[config.mk]
export PLATFORM = sky130hd
export DESIGN_NAME = acr_bank
export DESIGN_NICKNAME = d
export VERILOG_FILES = /design/src/core/acr_sync2.v /design/src/core/acr_byte_reg.v /design/src/core/acr_bank.v
export VERILOG_INCLUDE_DIRS = /design/src /design/src/core
export SDC_FILE = /design/constraint.sdc
export NUM_CORES = 1
export LEC_CHECK = 0
export BUFFER_PORTS_ARGS = -buffer_cell sky130_fd_sc_hd__clkbuf_2
export CORE_MARGIN = 2
export CORE_UTILIZATION = 44
export CTS_BUF_LIST = sky130_fd_sc_hd__clkbuf_8
export CTS_CLUSTER_SIZE = 10
export DETAILED_ROUTE_END_ITERATION = 8
export PLACE_DENSITY_LB_ADDON = 0.05
export SETUP_SLACK_MARGIN = 0.05
export SLEW_MARGIN = 20
export SYNTH_ARGS = -nofsm -noshare
export SYNTH_HDL_FRONTEND = slang
export SYNTH_SLANG_ARGS = --single-unit
[constraint.sdc]
create_clock -name sys_clk_i -period 6.8 [get_ports sys_clk_i]
set_input_delay 0.34 -clock sys_clk_i [delete_from_list [all_inputs] [get_ports sys_clk_i]]
set_output_delay 0.34 -clock sys_clk_i [all_outputs]
set_load 0.01 [all_outputs]
[src/core/acr_defines.vh]
`ifndef ACR_DEFINES_VH
`define ACR_DEFINES_VH
`define ACR_OFS_CTRL_A 5'h00
`define ACR_OFS_CTRL_B 5'h01
`define ACR_OFS_CTRL_C 5'h02
`define ACR_OFS_CTRL_D 5'h03
`define ACR_OFS_INT_EN 5'h04
`define ACR_OFS_INT_FLAGS 5'h05
`define ACR_OFS_STATUS 5'h06
`define ACR_OFS_DEBUG 5'h07
`define ACR_OFS_SAMP_DUR 5'h08
`define ACR_OFS_CTRL_F 5'h09
`define ACR_OFS_COMMAND 5'h0A
`define ACR_OFS_GAIN 5'h0B
`define ACR_OFS_MUX_POS 5'h0C
`define ACR_OFS_MUX_NEG 5'h0D
`define ACR_OFS_RESULT0 5'h10
`define ACR_OFS_RESULT1 5'h11
`define ACR_OFS_RESULT2 5'h12
`define ACR_OFS_RESULT3 5'h13
`define ACR_OFS_SAMPLE0 5'h14
`define ACR_OFS_SAMPLE1 5'h15
`define ACR_OFS_SCRATCH0 5'h18
`define ACR_OFS_SCRATCH1 5'h19
`define ACR_OFS_SCRATCH2 5'h1A
`define ACR_OFS_WIN_LO0 5'h1C
`define ACR_OFS_WIN_LO1 5'h1D
`define ACR_OFS_WIN_HI0 5'h1E
`define ACR_OFS_WIN_HI1 5'h1F
`define ACR_BIT_ENABLE 0
`define ACR_BIT_LOW_LAT 5
`define ACR_BIT_STBY_RUN 7
`define ACR_BIT_DEBUG_RUN 0
`define ACR_CTRL_A_MASK 8'hA1
`define ACR_DEBUG_MASK 8'h01
`define ACR_BYTE_RESET 8'h00
`define ACR_ZERO_BYTE 8'h00
`endif

[src/core/acr_sync2.v]
`timescale 1ns/1ps
module acr_sync2 #(
    parameter WIDTH = 1
) (
    input wire sys_clk_i,
    input wire rst_b_i,
    input wire [WIDTH-1:0] d_i,
    output wire [WIDTH-1:0] q_o
);
    reg [WIDTH-1:0] meta_r;
    reg [WIDTH-1:0] sync_r;
    always @(posedge sys_clk_i or negedge rst_b_i) begin
        if (!rst_b_i) begin
            meta_r <= {WIDTH{1'b0}};
            sync_r <= {WIDTH{1'b0}};
        end else begin
            meta_r <= d_i;
            sync_r <= meta_r;
        end
    end
    assign q_o = sync_r;
endmodule // acr_sync2

[src/core/acr_byte_reg.v]
`timescale 1ns/1ps
`include "acr_defines.vh"
module acr_byte_reg #(
    parameter [7:0] MASK = 8'hFF
) (
    input wire sys_clk_i,
    input wire rst_b_i,
    input wire we_i,
    input wire [7:0] wdata_i,
    output wire [7:0] q_o
);
    reg [7:0] val_r;
    always @(posedge sys_clk_i or negedge rst_b_i) begin
        if (!rst_b_i) begin
            val_r <= `ACR_BYTE_RESET;
        end else if (we_i) begin
            val_r <= wdata_i & MASK;
        end
    end
    assign q_o = val_r;
endmodule // acr_byte_reg

[src/core/acr_bank.v]
// The strobed register port was decided locally.
`timescale 1ns/1ps
`include "acr_defines.vh"
module acr_bank (
    input wire sys_clk_i,
    input wire rst_b_i,
    input wire [4:0] addr_i,
    input wire [7:0] wdata_i,
    input wire wr_i,
    input wire rd_i,
    output reg [7:0] rdata_o,
    input wire standby_sleep_i,
    input wire deep_sleep_state_i,
    input wire debug_halt_i,
    input wire conv_start_i,
    input wire conv_done_i,
    input wire inputs_selected_i,
    input wire [31:0] result_i,
    input wire [15:0] sample_i,
    input wire [7:0] int_flags_i,
    output wire int_flags_clr_o,
    output reg conv_run_o,
    output reg conv_abort_o,
    output reg analog_power_o,
    output wire [7:0] prescale_o,
    output wire [7:0] ref_timebase_o,
    output wire [7:0] window_mode_o,
    output wire [7:0] int_enables_o,
    output wire [7:0] sample_dur_o,
    output wire [7:0] accum_o,
    output wire [7:0] command_o,
    output wire [7:0] gain_o,
    output wire [7:0] mux_pos_o,
    output wire [7:0] mux_neg_o,
    output wire [15:0] win_lo_o,
    output wire [15:0] win_hi_o
);
    localparam NREG = 17;
    localparam ST_OFF = 3'b001;
    localparam ST_RUN = 3'b010;
    localparam ST_CONV = 3'b100;

    reg rst_m_r;
    reg rst_s_r;
    wire rst_b;
    always @(posedge sys_clk_i or negedge rst_b_i) begin
        if (!rst_b_i) begin
            rst_m_r <= 1'b0;
            rst_s_r <= 1'b0;
        end else begin
            rst_m_r <= 1'b1;
            rst_s_r <= rst_m_r;
        end
    end
    assign rst_b = rst_s_r;

    wire [2:0] pin_sync;
    acr_sync2 #(.WIDTH(3)) u_sync (
        .sys_clk_i(sys_clk_i),
        .rst_b_i(rst_b),
        .d_i({standby_sleep_i, deep_sleep_state_i, debug_halt_i}),
        .q_o(pin_sync)
    );
    wire stby = pin_sync[2];
    wire deep = pin_sync[1];
    wire dbg = pin_sync[0];

    // One flop byte per writable offset except the flags offset, whose write only strobes a clear; reserved bits masked off on write
    wire [7:0] q [0:NREG+1];

    acr_byte_reg #(.MASK(`ACR_CTRL_A_MASK)) u_ctrl_a (
        .sys_clk_i(sys_clk_i),
        .rst_b_i(rst_b),
        .we_i(wr_i && addr_i == `ACR_OFS_CTRL_A),
        .wdata_i(wdata_i),
        .q_o(q[0])
    );
    acr_byte_reg u_ctrl_b (
        .sys_clk_i(sys_clk_i),
        .rst_b_i(rst_b),
        .we_i(wr_i && addr_i == `ACR_OFS_CTRL_B),
        .wdata_i(wdata_i),
        .q_o(q[1])
    );
    acr_byte_reg u_ctrl_c (
        .sys_clk_i(sys_clk_i),
        .rst_b_i(rst_b),
        .we_i(wr_i && addr_i == `ACR_OFS_CTRL_C),
        .wdata_i(wdata_i),
        .q_o(q[2])
    );
    acr_byte_reg u_ctrl_d (
        .sys_clk_i(sys_clk_i),
        .rst_b_i(rst_b),
        .we_i(wr_i && addr_i == `ACR_OFS_CTRL_D),
        .wdata_i(wdata_i),
        .q_o(q[3])
    );
    acr_byte_reg u_int_en (
        .sys_clk_i(sys_clk_i),
        .rst_b_i(rst_b),
        .we_i(wr_i && addr_i == `ACR_OFS_INT_EN),
        .wdata_i(wdata_i),
        .q_o(q[4])
    );
    acr_byte_reg #(.MASK(`ACR_DEBUG_MASK)) u_debug (
        .sys_clk_i(sys_clk_i),
        .rst_b_i(rst_b),
        .we_i(wr_i && addr_i == `ACR_OFS_DEBUG),
        .wdata_i(wdata_i),
        .q_o(q[5])
    );
    acr_byte_reg u_samp_dur (
        .sys_clk_i(sys_clk_i),
        .rst_b_i(rst_b),
        .we_i(wr_i && addr_i == `ACR_OFS_SAMP_DUR),
        .wdata_i(wdata_i),
        .q_o(q[6])
    );
    acr_byte_reg u_ctrl_f (
        .sys_clk_i(sys_clk_i),
        .rst_b_i(rst_b),
        .we_i(wr_i && addr_i == `ACR_OFS_CTRL_F),
        .wdata_i(wdata_i),
        .q_o(q[7])
    );
    acr_byte_reg u_command (
        .sys_clk_i(sys_clk_i),
        .rst_b_i(rst_b),
        .we_i(wr_i && addr_i == `ACR_OFS_COMMAND),
        .wdata_i(wdata_i),
        .q_o(q[8])
    );
    acr_byte_reg u_gain (
        .sys_clk_i(sys_clk_i),
        .rst_b_i(rst_b),
        .we_i(wr_i && addr_i == `ACR_OFS_GAIN),
        .wdata_i(wdata_i),
        .q_o(q[9])
    );
    acr_byte_reg u_mux_pos (
        .sys_clk_i(sys_clk_i),
        .rst_b_i(rst_b),
        .we_i(wr_i && addr_i == `ACR_OFS_MUX_POS),
        .wdata_i(wdata_i),
        .q_o(q[10])
    );
    acr_byte_reg u_mux_neg (
        .sys_clk_i(sys_clk_i),
        .rst_b_i(rst_b),
        .we_i(wr_i && addr_i == `ACR_OFS_MUX_NEG),
        .wdata_i(wdata_i),
        .q_o(q[11])
    );
    acr_byte_reg u_scratch0 (
        .sys_clk_i(sys_clk_i),
        .rst_b_i(rst_b),
        .we_i(wr_i && addr_i == `ACR_OFS_SCRATCH0),
        .wdata_i(wdata_i),
        .q_o(q[12])
    );
    acr_byte_reg u_scratch1 (
        .sys_clk_i(sys_clk_i),
        .rst_b_i(rst_b),
        .we_i(wr_i && addr_i == `ACR_OFS_SCRATCH1),
        .wdata_i(wdata_i),
        .q_o(q[13])
    );
    acr_byte_reg u_scratch2 (
        .sys_clk_i(sys_clk_i),
        .rst_b_i(rst_b),
        .we_i(wr_i && addr_i == `ACR_OFS_SCRATCH2),
        .wdata_i(wdata_i),
        .q_o(q[14])
    );
    acr_byte_reg u_lo0 (
        .sys_clk_i(sys_clk_i),
        .rst_b_i(rst_b),
        .we_i(wr_i && addr_i == `ACR_OFS_WIN_LO0),
        .wdata_i(wdata_i),
        .q_o(q[15])
    );
    acr_byte_reg u_lo1 (
        .sys_clk_i(sys_clk_i),
        .rst_b_i(rst_b),
        .we_i(wr_i && addr_i == `ACR_OFS_WIN_LO1),
        .wdata_i(wdata_i),
        .q_o(q[16])
    );
    acr_byte_reg u_hi0 (
        .sys_clk_i(sys_clk_i),
        .rst_b_i(rst_b),
        .we_i(wr_i && addr_i == `ACR_OFS_WIN_HI0),
        .wdata_i(wdata_i),
        .q_o(q[NREG])
    );
    acr_byte_reg u_hi1 (
        .sys_clk_i(sys_clk_i),
        .rst_b_i(rst_b),
        .we_i(wr_i && addr_i == `ACR_OFS_WIN_HI1),
        .wdata_i(wdata_i),
        .q_o(q[NREG+1])
    );

    wire enable = q[0][`ACR_BIT_ENABLE];
    wire low_latency = q[0][`ACR_BIT_LOW_LAT];
    wire standby_run = q[0][`ACR_BIT_STBY_RUN];
    wire debug_run = q[5][`ACR_BIT_DEBUG_RUN];
    assign prescale_o = q[1];
    assign ref_timebase_o = q[2];
    assign window_mode_o = q[3];
    assign int_enables_o = q[4];
    assign sample_dur_o = q[6];
    assign accum_o = q[7];
    assign command_o = q[8];
    assign gain_o = q[9];
    assign mux_pos_o = q[10];
    assign mux_neg_o = q[11];
    assign win_lo_o = {q[16], q[15]};
    assign win_hi_o = {q[NREG+1], q[NREG]};
    // Flag clearing is done by the flag owner, strobed on any write to the flags offset whatever the data
    assign int_flags_clr_o = wr_i && addr_i == `ACR_OFS_INT_FLAGS;

    // Halt request: standby without run, or debug halt without run
    wire halt_req = (stby && !standby_run) || (dbg && !debug_run);

    reg [2:0] state_r;
    reg [2:0] state_nxt;
    always @* begin
        state_nxt = state_r;
        case (state_r)
            ST_OFF: begin
                if (enable && !deep && !halt_req) state_nxt = ST_RUN;
            end
            ST_RUN: begin
                if (!enable || deep || halt_req) state_nxt = ST_OFF;
                else if (conv_start_i) state_nxt = ST_CONV;
            end
            ST_CONV: begin
                if (!enable || deep) state_nxt = ST_OFF;
                // Halt waits for the running conversion to end
                else if (conv_done_i) state_nxt = halt_req ? ST_OFF : ST_RUN;
            end
            default: state_nxt = ST_OFF;
        endcase
    end

    always @(posedge sys_clk_i or negedge rst_b) begin
        if (!rst_b) begin
            state_r <= ST_OFF;
            conv_run_o <= 1'b0;
            conv_abort_o <= 1'b0;
            analog_power_o <= 1'b0;
        end else begin
            state_r <= state_nxt;
            conv_run_o <= (state_nxt != ST_OFF);
            conv_abort_o <= (state_r == ST_CONV) && (deep || !enable);
            // Power costs idle current when held; latency traded for it
            if (state_nxt == ST_CONV) analog_power_o <= 1'b1;
            else if (state_nxt == ST_RUN) analog_power_o <= low_latency && inputs_selected_i;
            else analog_power_o <= enable && low_latency && standby_run && stby && !deep
                && inputs_selected_i;
        end
    end

    reg [7:0] rd_nxt;
    always @* begin
        rd_nxt = `ACR_ZERO_BYTE;
        case (addr_i)
            `ACR_OFS_CTRL_A: rd_nxt = q[0];
            `ACR_OFS_CTRL_B: rd_nxt = q[1];
            `ACR_OFS_CTRL_C: rd_nxt = q[2];
            `ACR_OFS_CTRL_D: rd_nxt = q[3];
            `ACR_OFS_INT_EN: rd_nxt = q[4];
            `ACR_OFS_DEBUG: rd_nxt = q[5];
            `ACR_OFS_SAMP_DUR: rd_nxt = q[6];
            `ACR_OFS_CTRL_F: rd_nxt = q[7];
            `ACR_OFS_COMMAND: rd_nxt = q[8];
            `ACR_OFS_GAIN: rd_nxt = q[9];
            `ACR_OFS_MUX_POS: rd_nxt = q[10];
            `ACR_OFS_MUX_NEG: rd_nxt = q[11];
            `ACR_OFS_SCRATCH0: rd_nxt = q[12];
            `ACR_OFS_SCRATCH1: rd_nxt = q[13];
            `ACR_OFS_SCRATCH2: rd_nxt = q[14];
            `ACR_OFS_WIN_LO0: rd_nxt = q[15];
            `ACR_OFS_WIN_LO1: rd_nxt = q[16];
            `ACR_OFS_WIN_HI0: rd_nxt = q[NREG];
            `ACR_OFS_WIN_HI1: rd_nxt = q[NREG+1];
            `ACR_OFS_INT_FLAGS: rd_nxt = int_flags_i;
            `ACR_OFS_STATUS: rd_nxt = {7'h00, state_r == ST_CONV};
            `ACR_OFS_RESULT0: rd_nxt = result_i[7:0];
            `ACR_OFS_RESULT1: rd_nxt = result_i[15:8];
            `ACR_OFS_RESULT2: rd_nxt = result_i[23:16];
            `ACR_OFS_RESULT3: rd_nxt = result_i[31:24];
            `ACR_OFS_SAMPLE0: rd_nxt = sample_i[7:0];
            `ACR_OFS_SAMPLE1: rd_nxt = sample_i[15:8];
            default: rd_nxt = rd_nxt;
        endcase
    end

    always @(posedge sys_clk_i or negedge rst_b) begin
        if (!rst_b) begin
            rdata_o <= `ACR_ZERO_BYTE;
        end else begin
            rdata_o <= rd_i ? rd_nxt : `ACR_ZERO_BYTE;
        end
    end
endmodule // acr_bank

## After elaboration in Yosys (flattened, before gate mapping)

Index checks and enable logic that the tools add are counted.
Widths: inputs -> output; s select.

- Flip-flop bits (word level): 162
- Bits of input ports: 79
- Output and inout port bits: 124
- Word-level logic and storage cells: 111

- Equality and inequality tests: 32
- Muxes and demuxes: 11
- Reductions and logical operators: 40

Operators by type and width:

| kind | number |
|---|---|
| $pmux 8 s27 | 1 |
| $eq 5x5->1 const B | 13 |
| $logic_and 1x1->1 | 31 |
| $eq 5x4->1 const B | 6 |
| $eq 5x3->1 const B | 4 |
| $mux 3 | 5 |
| $eq 5x2->1 const B | 2 |
| $pmux 3 s3 | 1 |
| $mux 8 | 1 |
| $eq 3x2->1 const B | 2 |
| $eq 3x3->1 const B | 2 |
| $eq 5x1->1 const B | 1 |
| $logic_not 1->1 | 5 |
| $logic_not 5->1 | 1 |
| $eq 3x1->1 const B | 1 |
| $logic_or 1x1->1 | 3 |
| $ne 3x1->1 const B | 1 |
| $mux 1 | 2 |
| $mux 2 | 1 |

## Logic depth before layout (Yosys ltp)

- Word-level depth: 10
- Gate-level depth with buffers: 8
- Depth with buffers taken out: 5

## Modules after synthesis

From an unflattened synthesis, not the netlist that was laid out.

- Cell total of the unflattened synthesis: 715
- Area, all modules: 8998.6 um^2

Modules (own cells, without submodules):

| module | instances | cells each | area an instance (um^2) | sequential area each (um^2) |
|---|---|---|---|---|
| acr_byte_reg (u_command ...) | 17 | 17 | 331.6 | 200.2 |
| acr_bank | 1 | 398 | 2965.3 | 401.6 |
| acr_byte_reg (u_ctrl_a) | 1 | 12 | 150.1 | 75.1 |
| acr_sync2 | 1 | 6 | 150.1 | 150.1 |
| acr_byte_reg (u_debug) | 1 | 10 | 96.3 | 25.0 |

## Worst setup path after synthesis

No wires, ideal clock.

- Path kind: input port to flip-flop
- From: input port addr_i[0]
- To: register u_lo0.val_r[1] (netlist: u_lo0.q_o[1])
- Library setup time: 125 ps
- Data arrival time: 1553 ps
- Data required time: 6675 ps
- Slack: 5122 ps
- Cell stages on the path: 5
- Path buffers: 3
- Cell sequence: buf_6 -> buf_6 -> buf_6 -> nor4_4 -> mux2_2

- Word-level cells in the longest chain between the ends: 2

RTL lines:

| what | RTL line | source |
|---|---|---|
| start, declared | acr_bank.v:7 | `input wire [4:0] addr_i,` |
| $eq 5x5->1 | - |  |
| $logic_and 1x1->1 (no source line) | - |  |
| end signal, assigned | acr_byte_reg.v:15 | `` val_r <= `ACR_BYTE_RESET; `` |
| end signal, assigned | acr_byte_reg.v:17 | `val_r <= wdata_i & MASK;` |
| end, declared | acr_byte_reg.v:12 | `reg [7:0] val_r;` |

Every way passes these cells.
A chain may end at the register's enable or synchronous reset.

## Worst setup path in the final report

- From: input port addr_i[0]
- To: output port int_flags_clr_o

- Word-level cells in the longest chain between the ends: 2

RTL lines:

| what | RTL line | source |
|---|---|---|
| $eq 5x3->1 | - |  |
| $logic_and 1x1->1 (no source line) | - |  |
| end, declared | acr_bank.v:21 | `output wire int_flags_clr_o,` |

Every way passes these cells.

==> results.toml <==
[setup_path]
crit_type = "primary input to primary output"
cpPeakStageDelay_ns = 0.71
cp-end-kind = "primary output"
r2r_cells = 5
slowest_stage = "clkbuf_2"
r2r-end = "rdata_o[7]$_DFF_PN0_"
cp_max_fo = 36
cp_cell_sequence = "clkbuf_2 > nor2b_1 > and3_1 > clkbuf_2"
r2r_setup_slack_ns = 4.85
cp_data_required_time_ns = 6.46
start_kind = "primary input"
critPathArrivalTime_ns = 2.18
reg2reg_from = "u_gain.q_o[7]$_DFFE_PN0P_"
cp_common_cell = "clkbuf_2"

[grt]
busiest_layer = "met2"
grt-ovfl-total = 0
grt_pass1_vias = 6801
grt_pass1_wl_mm = 45.3
grt_use_met2_pct = 46.4
grt_use_met3_pct = 4.66
grt_max_degree = 70
global_route.usage.met1_pct = 40.6
grt_use_total_pct = 28.7
antenna_found_initial = 0

[synthesis]
synth-seq-area-share_pct = 45.4
ys_async_sr_fraction_pct = 100
syn_inst = 767
syn_avg_cell_area_sq_um = 11.7
netlist_area_sq_mm = 0.00894
synth_edf_count = 0
ys_warn_count = 0
synth-main-ff-cell = "dfrtp_1"
ys_ff_latch = 162
syn-num-nets = 846
yosysUniqueCellTypes = 70

[finish]
regArea_sq_mm = 0.00406
final_nets = 925
fillers = 1910
synthToLayoutAreaGrowth_pct = 8.83
diodes = 0
final_layout_size_suffix_gt1_share_pct = 49.6
fin_area_sq_mm = 0.00973
multi_input_area_sq_mm = 0.00377

[detailed_routing]
drc = 0
routed_via_density = 5.90
dr.pass1.iters = 5
wl_mm = 30.5
wire_per_inst_um = 27.1
ant_nets = 0
drtIter0Drc = 625
vias = 6658

[clocking]
clk_pin_slew_ns = 0.09
clk_latency_ns = 0.47
holdBufCountCts = 4
cts_resized = 0
clk_root_buffer_cell = "clkbuf_8"
cts_max_path_buffers = 2
post_cts_buffers = 0
cts_buffers = 17
cts_tree = "built"
clkSinkCount = 162
cts.htree.levels = 4

[power_and_ir_drop]
ir_drop_mv = 0.153
power_leakage_nw = 4.62
report.power.total_mw = 2.63
powerDensity_mw_per_mm2 = 270

[sta]
tns_ns = 0
period_minus_slack_ns = 2.52
fin_crit_sh_pct = 37.0
worst_slew_pin_slew_ns = 0.961
rsz0062_at_grt = "no"
clock_skew_ns = 0.0149
finalHoldViolations = 0
setup_violations = 0
relSlewSlack_pct = 35.9
fmax_ghz = 0.397
slew_viol_final = 0

[floorplanning]
num_io_pins = 203
die_y_um = 147
start_util_pct = 44.5
die_area_sq_mm = 0.0215
fp-row-count = 52
coreArea_sq_mm = 0.0201
die_w_um = 147

[placement]
place.gp.congestion = 0.931
hpwl_mm = 21.8
placed_area_sq_mm = 0.00929
portBuffers = 202

[worst_hold_path]
min_path_type = "primary input to flop"
hp-start = "inputs_selected_i"
worstHoldPathCells = 2
hold_end = "analog_power_o$_DFF_PN0_"

[outcome]
status = "finished clean"

[run]
cap_violations = 0
worst max-delay path: cells and delay by family:
family,cells,cell delay (ns)
buffers and inverters,2,0.85
and+or+nand+nor,2,0.97
synth_stat cells (all sizes together) (4+ instances only):
cell type | count | area share (%)
inv | 8 | 0.34
mux2 | 151 | 19
a21oi | 10 | 0.56
o21ai | 19 | 1.1
o32ai | 4 | 0.39
a31oi | 11 | 0.77
nand3 | 22 | 1.4
nor2 | 12 | 0.50
nand2b | 4 | 0.28
nand2 | 35 | 1.6
a32oi | 6 | 0.59
a32o | 6 | 0.67
buf | 146 | 12
dfrtp | 161 | 45
and2 | 6 | 0.42
mux2i | 26 | 2.9
nand3b | 4 | 0.34
and3 | 10 | 0.70
a22oi | 15 | 1.3
clkbuf | 12 | 0.50
nor3b | 7 | 0.77
a22o | 6 | 0.59
nor2b | 10 | 0.70
nor4 | 8 | 0.73
a221oi | 4 | 0.39
nor3 | 13 | 1.0
through the flow:
| step | setup WS (ns) | instances | util [%] | hold slack [ns] |
|---|---|---|---|---|
| floorplan | 1.95 | 767 | - | 0.0444 |
| global placement | 3.31 | 1092 | 46.1 | 0.127 |
| detailed placement | 3.66 | 1093 | 46.2 | 0.127 |
| CTS | 4.20 | 1129 | 48.4 | 0.100 |
| global route | 4.20 | 1129 | 48.4 | 0.102 |
| finish | 4.28 | 1129 | 48.4 | 0.118 |
worst max-delay path by stage:
stage / start / to / slack [ns] / depth (start not counted)
4_1_cts: addr_i[0] / u_hi0.q_o[3]$_DFFE_PN0P_ / 4.20 / 5
5_1_grt: addr_i[0] / int_flags_clr_o / 4.20 / 4
3_5_place_dp: addr_i[0] / u_hi0.q_o[3]$_DFFE_PN0P_ / 3.66 / 5
6_report: addr_i[0] / int_flags_clr_o / 4.28 / 4
3_3_place_gp: addr_i[0] / u_ctrl_c.q_o[1]$_DFFE_PN0P_ / 3.31 / 5
2_1_floorplan: rst_b$_DFF_PN0_ / analog_power_o$_DFF_PN0_ / 1.95 / 0
cells in the final DEF, fill, tap and decap left out, drive strengths merged, types with 4 or more instances in the layout:
cell | synthesis | final
clkbuf | 12 | 220
nor3 | 13 | 13
inv | 8 | 16
nand3b | 4 | 4
o21ai | 19 | 19
mux2 | 151 | 151
dlygate4sd3 | 0 | 4
a31oi | 11 | 11
clkinv | 0 | 5
nand2 | 35 | 35
and3 | 10 | 10
a21oi | 10 | 10
nand3 | 22 | 22
a32oi | 6 | 6
nor4 | 8 | 8
and2 | 6 | 6
dfrtp | 161 | 161
mux2i | 26 | 26
a22o | 6 | 6
o32ai | 4 | 4
nor3b | 7 | 7
nand2b | 4 | 4
a32o | 6 | 6
a221oi | 4 | 4
nor2 | 12 | 12
buf | 146 | 12
nor2b | 10 | 10
a22oi | 15 | 15
cells by family after synthesis:
logic type | after synthesis | synth area share (%)
compound gates | 116 | 9.73
simple gates | 142 | 9.56
mux | 180 | 22.7
other cells | 1 | 0.0419
flops | 162 | 45.4
buf+inv | 166 | 12.6
cell type report:
cell class / instances / area share [%]
Tap cell: 270 / 3.47
Inverter: 8 / 0.309
Clock buffer: 18 / 2.55
Sequential cell: 162 / 41.7
Multi-Input combinational cell: 439 / 38.7
Timing Repair Buffer: 218 / 11.8
Clock inverter: 14 / 1.48
per-layer routing:
layer | up-vias | share of wire (%)
met5 | - | 0
met1 | 3454 | 44
met3 | 37 | 6.0
met4 | 0 | 2.0
li1 | 2868 | -
met2 | 299 | 48
report_power, final:
| group | leakage, nW | switching [mW] | internal (mW) | total (mW) |
|---|---|---|---|---|
| logic | 2.34 | 0.320 | 0.288 | 0.608 |
| clock network | 0.205 | 0.413 | 0.313 | 0.725 |
| registers | 2.07 | 0.162 | 1.13 | 1.30 |
| total | 4.62 | 0.895 | 1.73 | 2.63 |
Power figures use the tool's default switching activity.
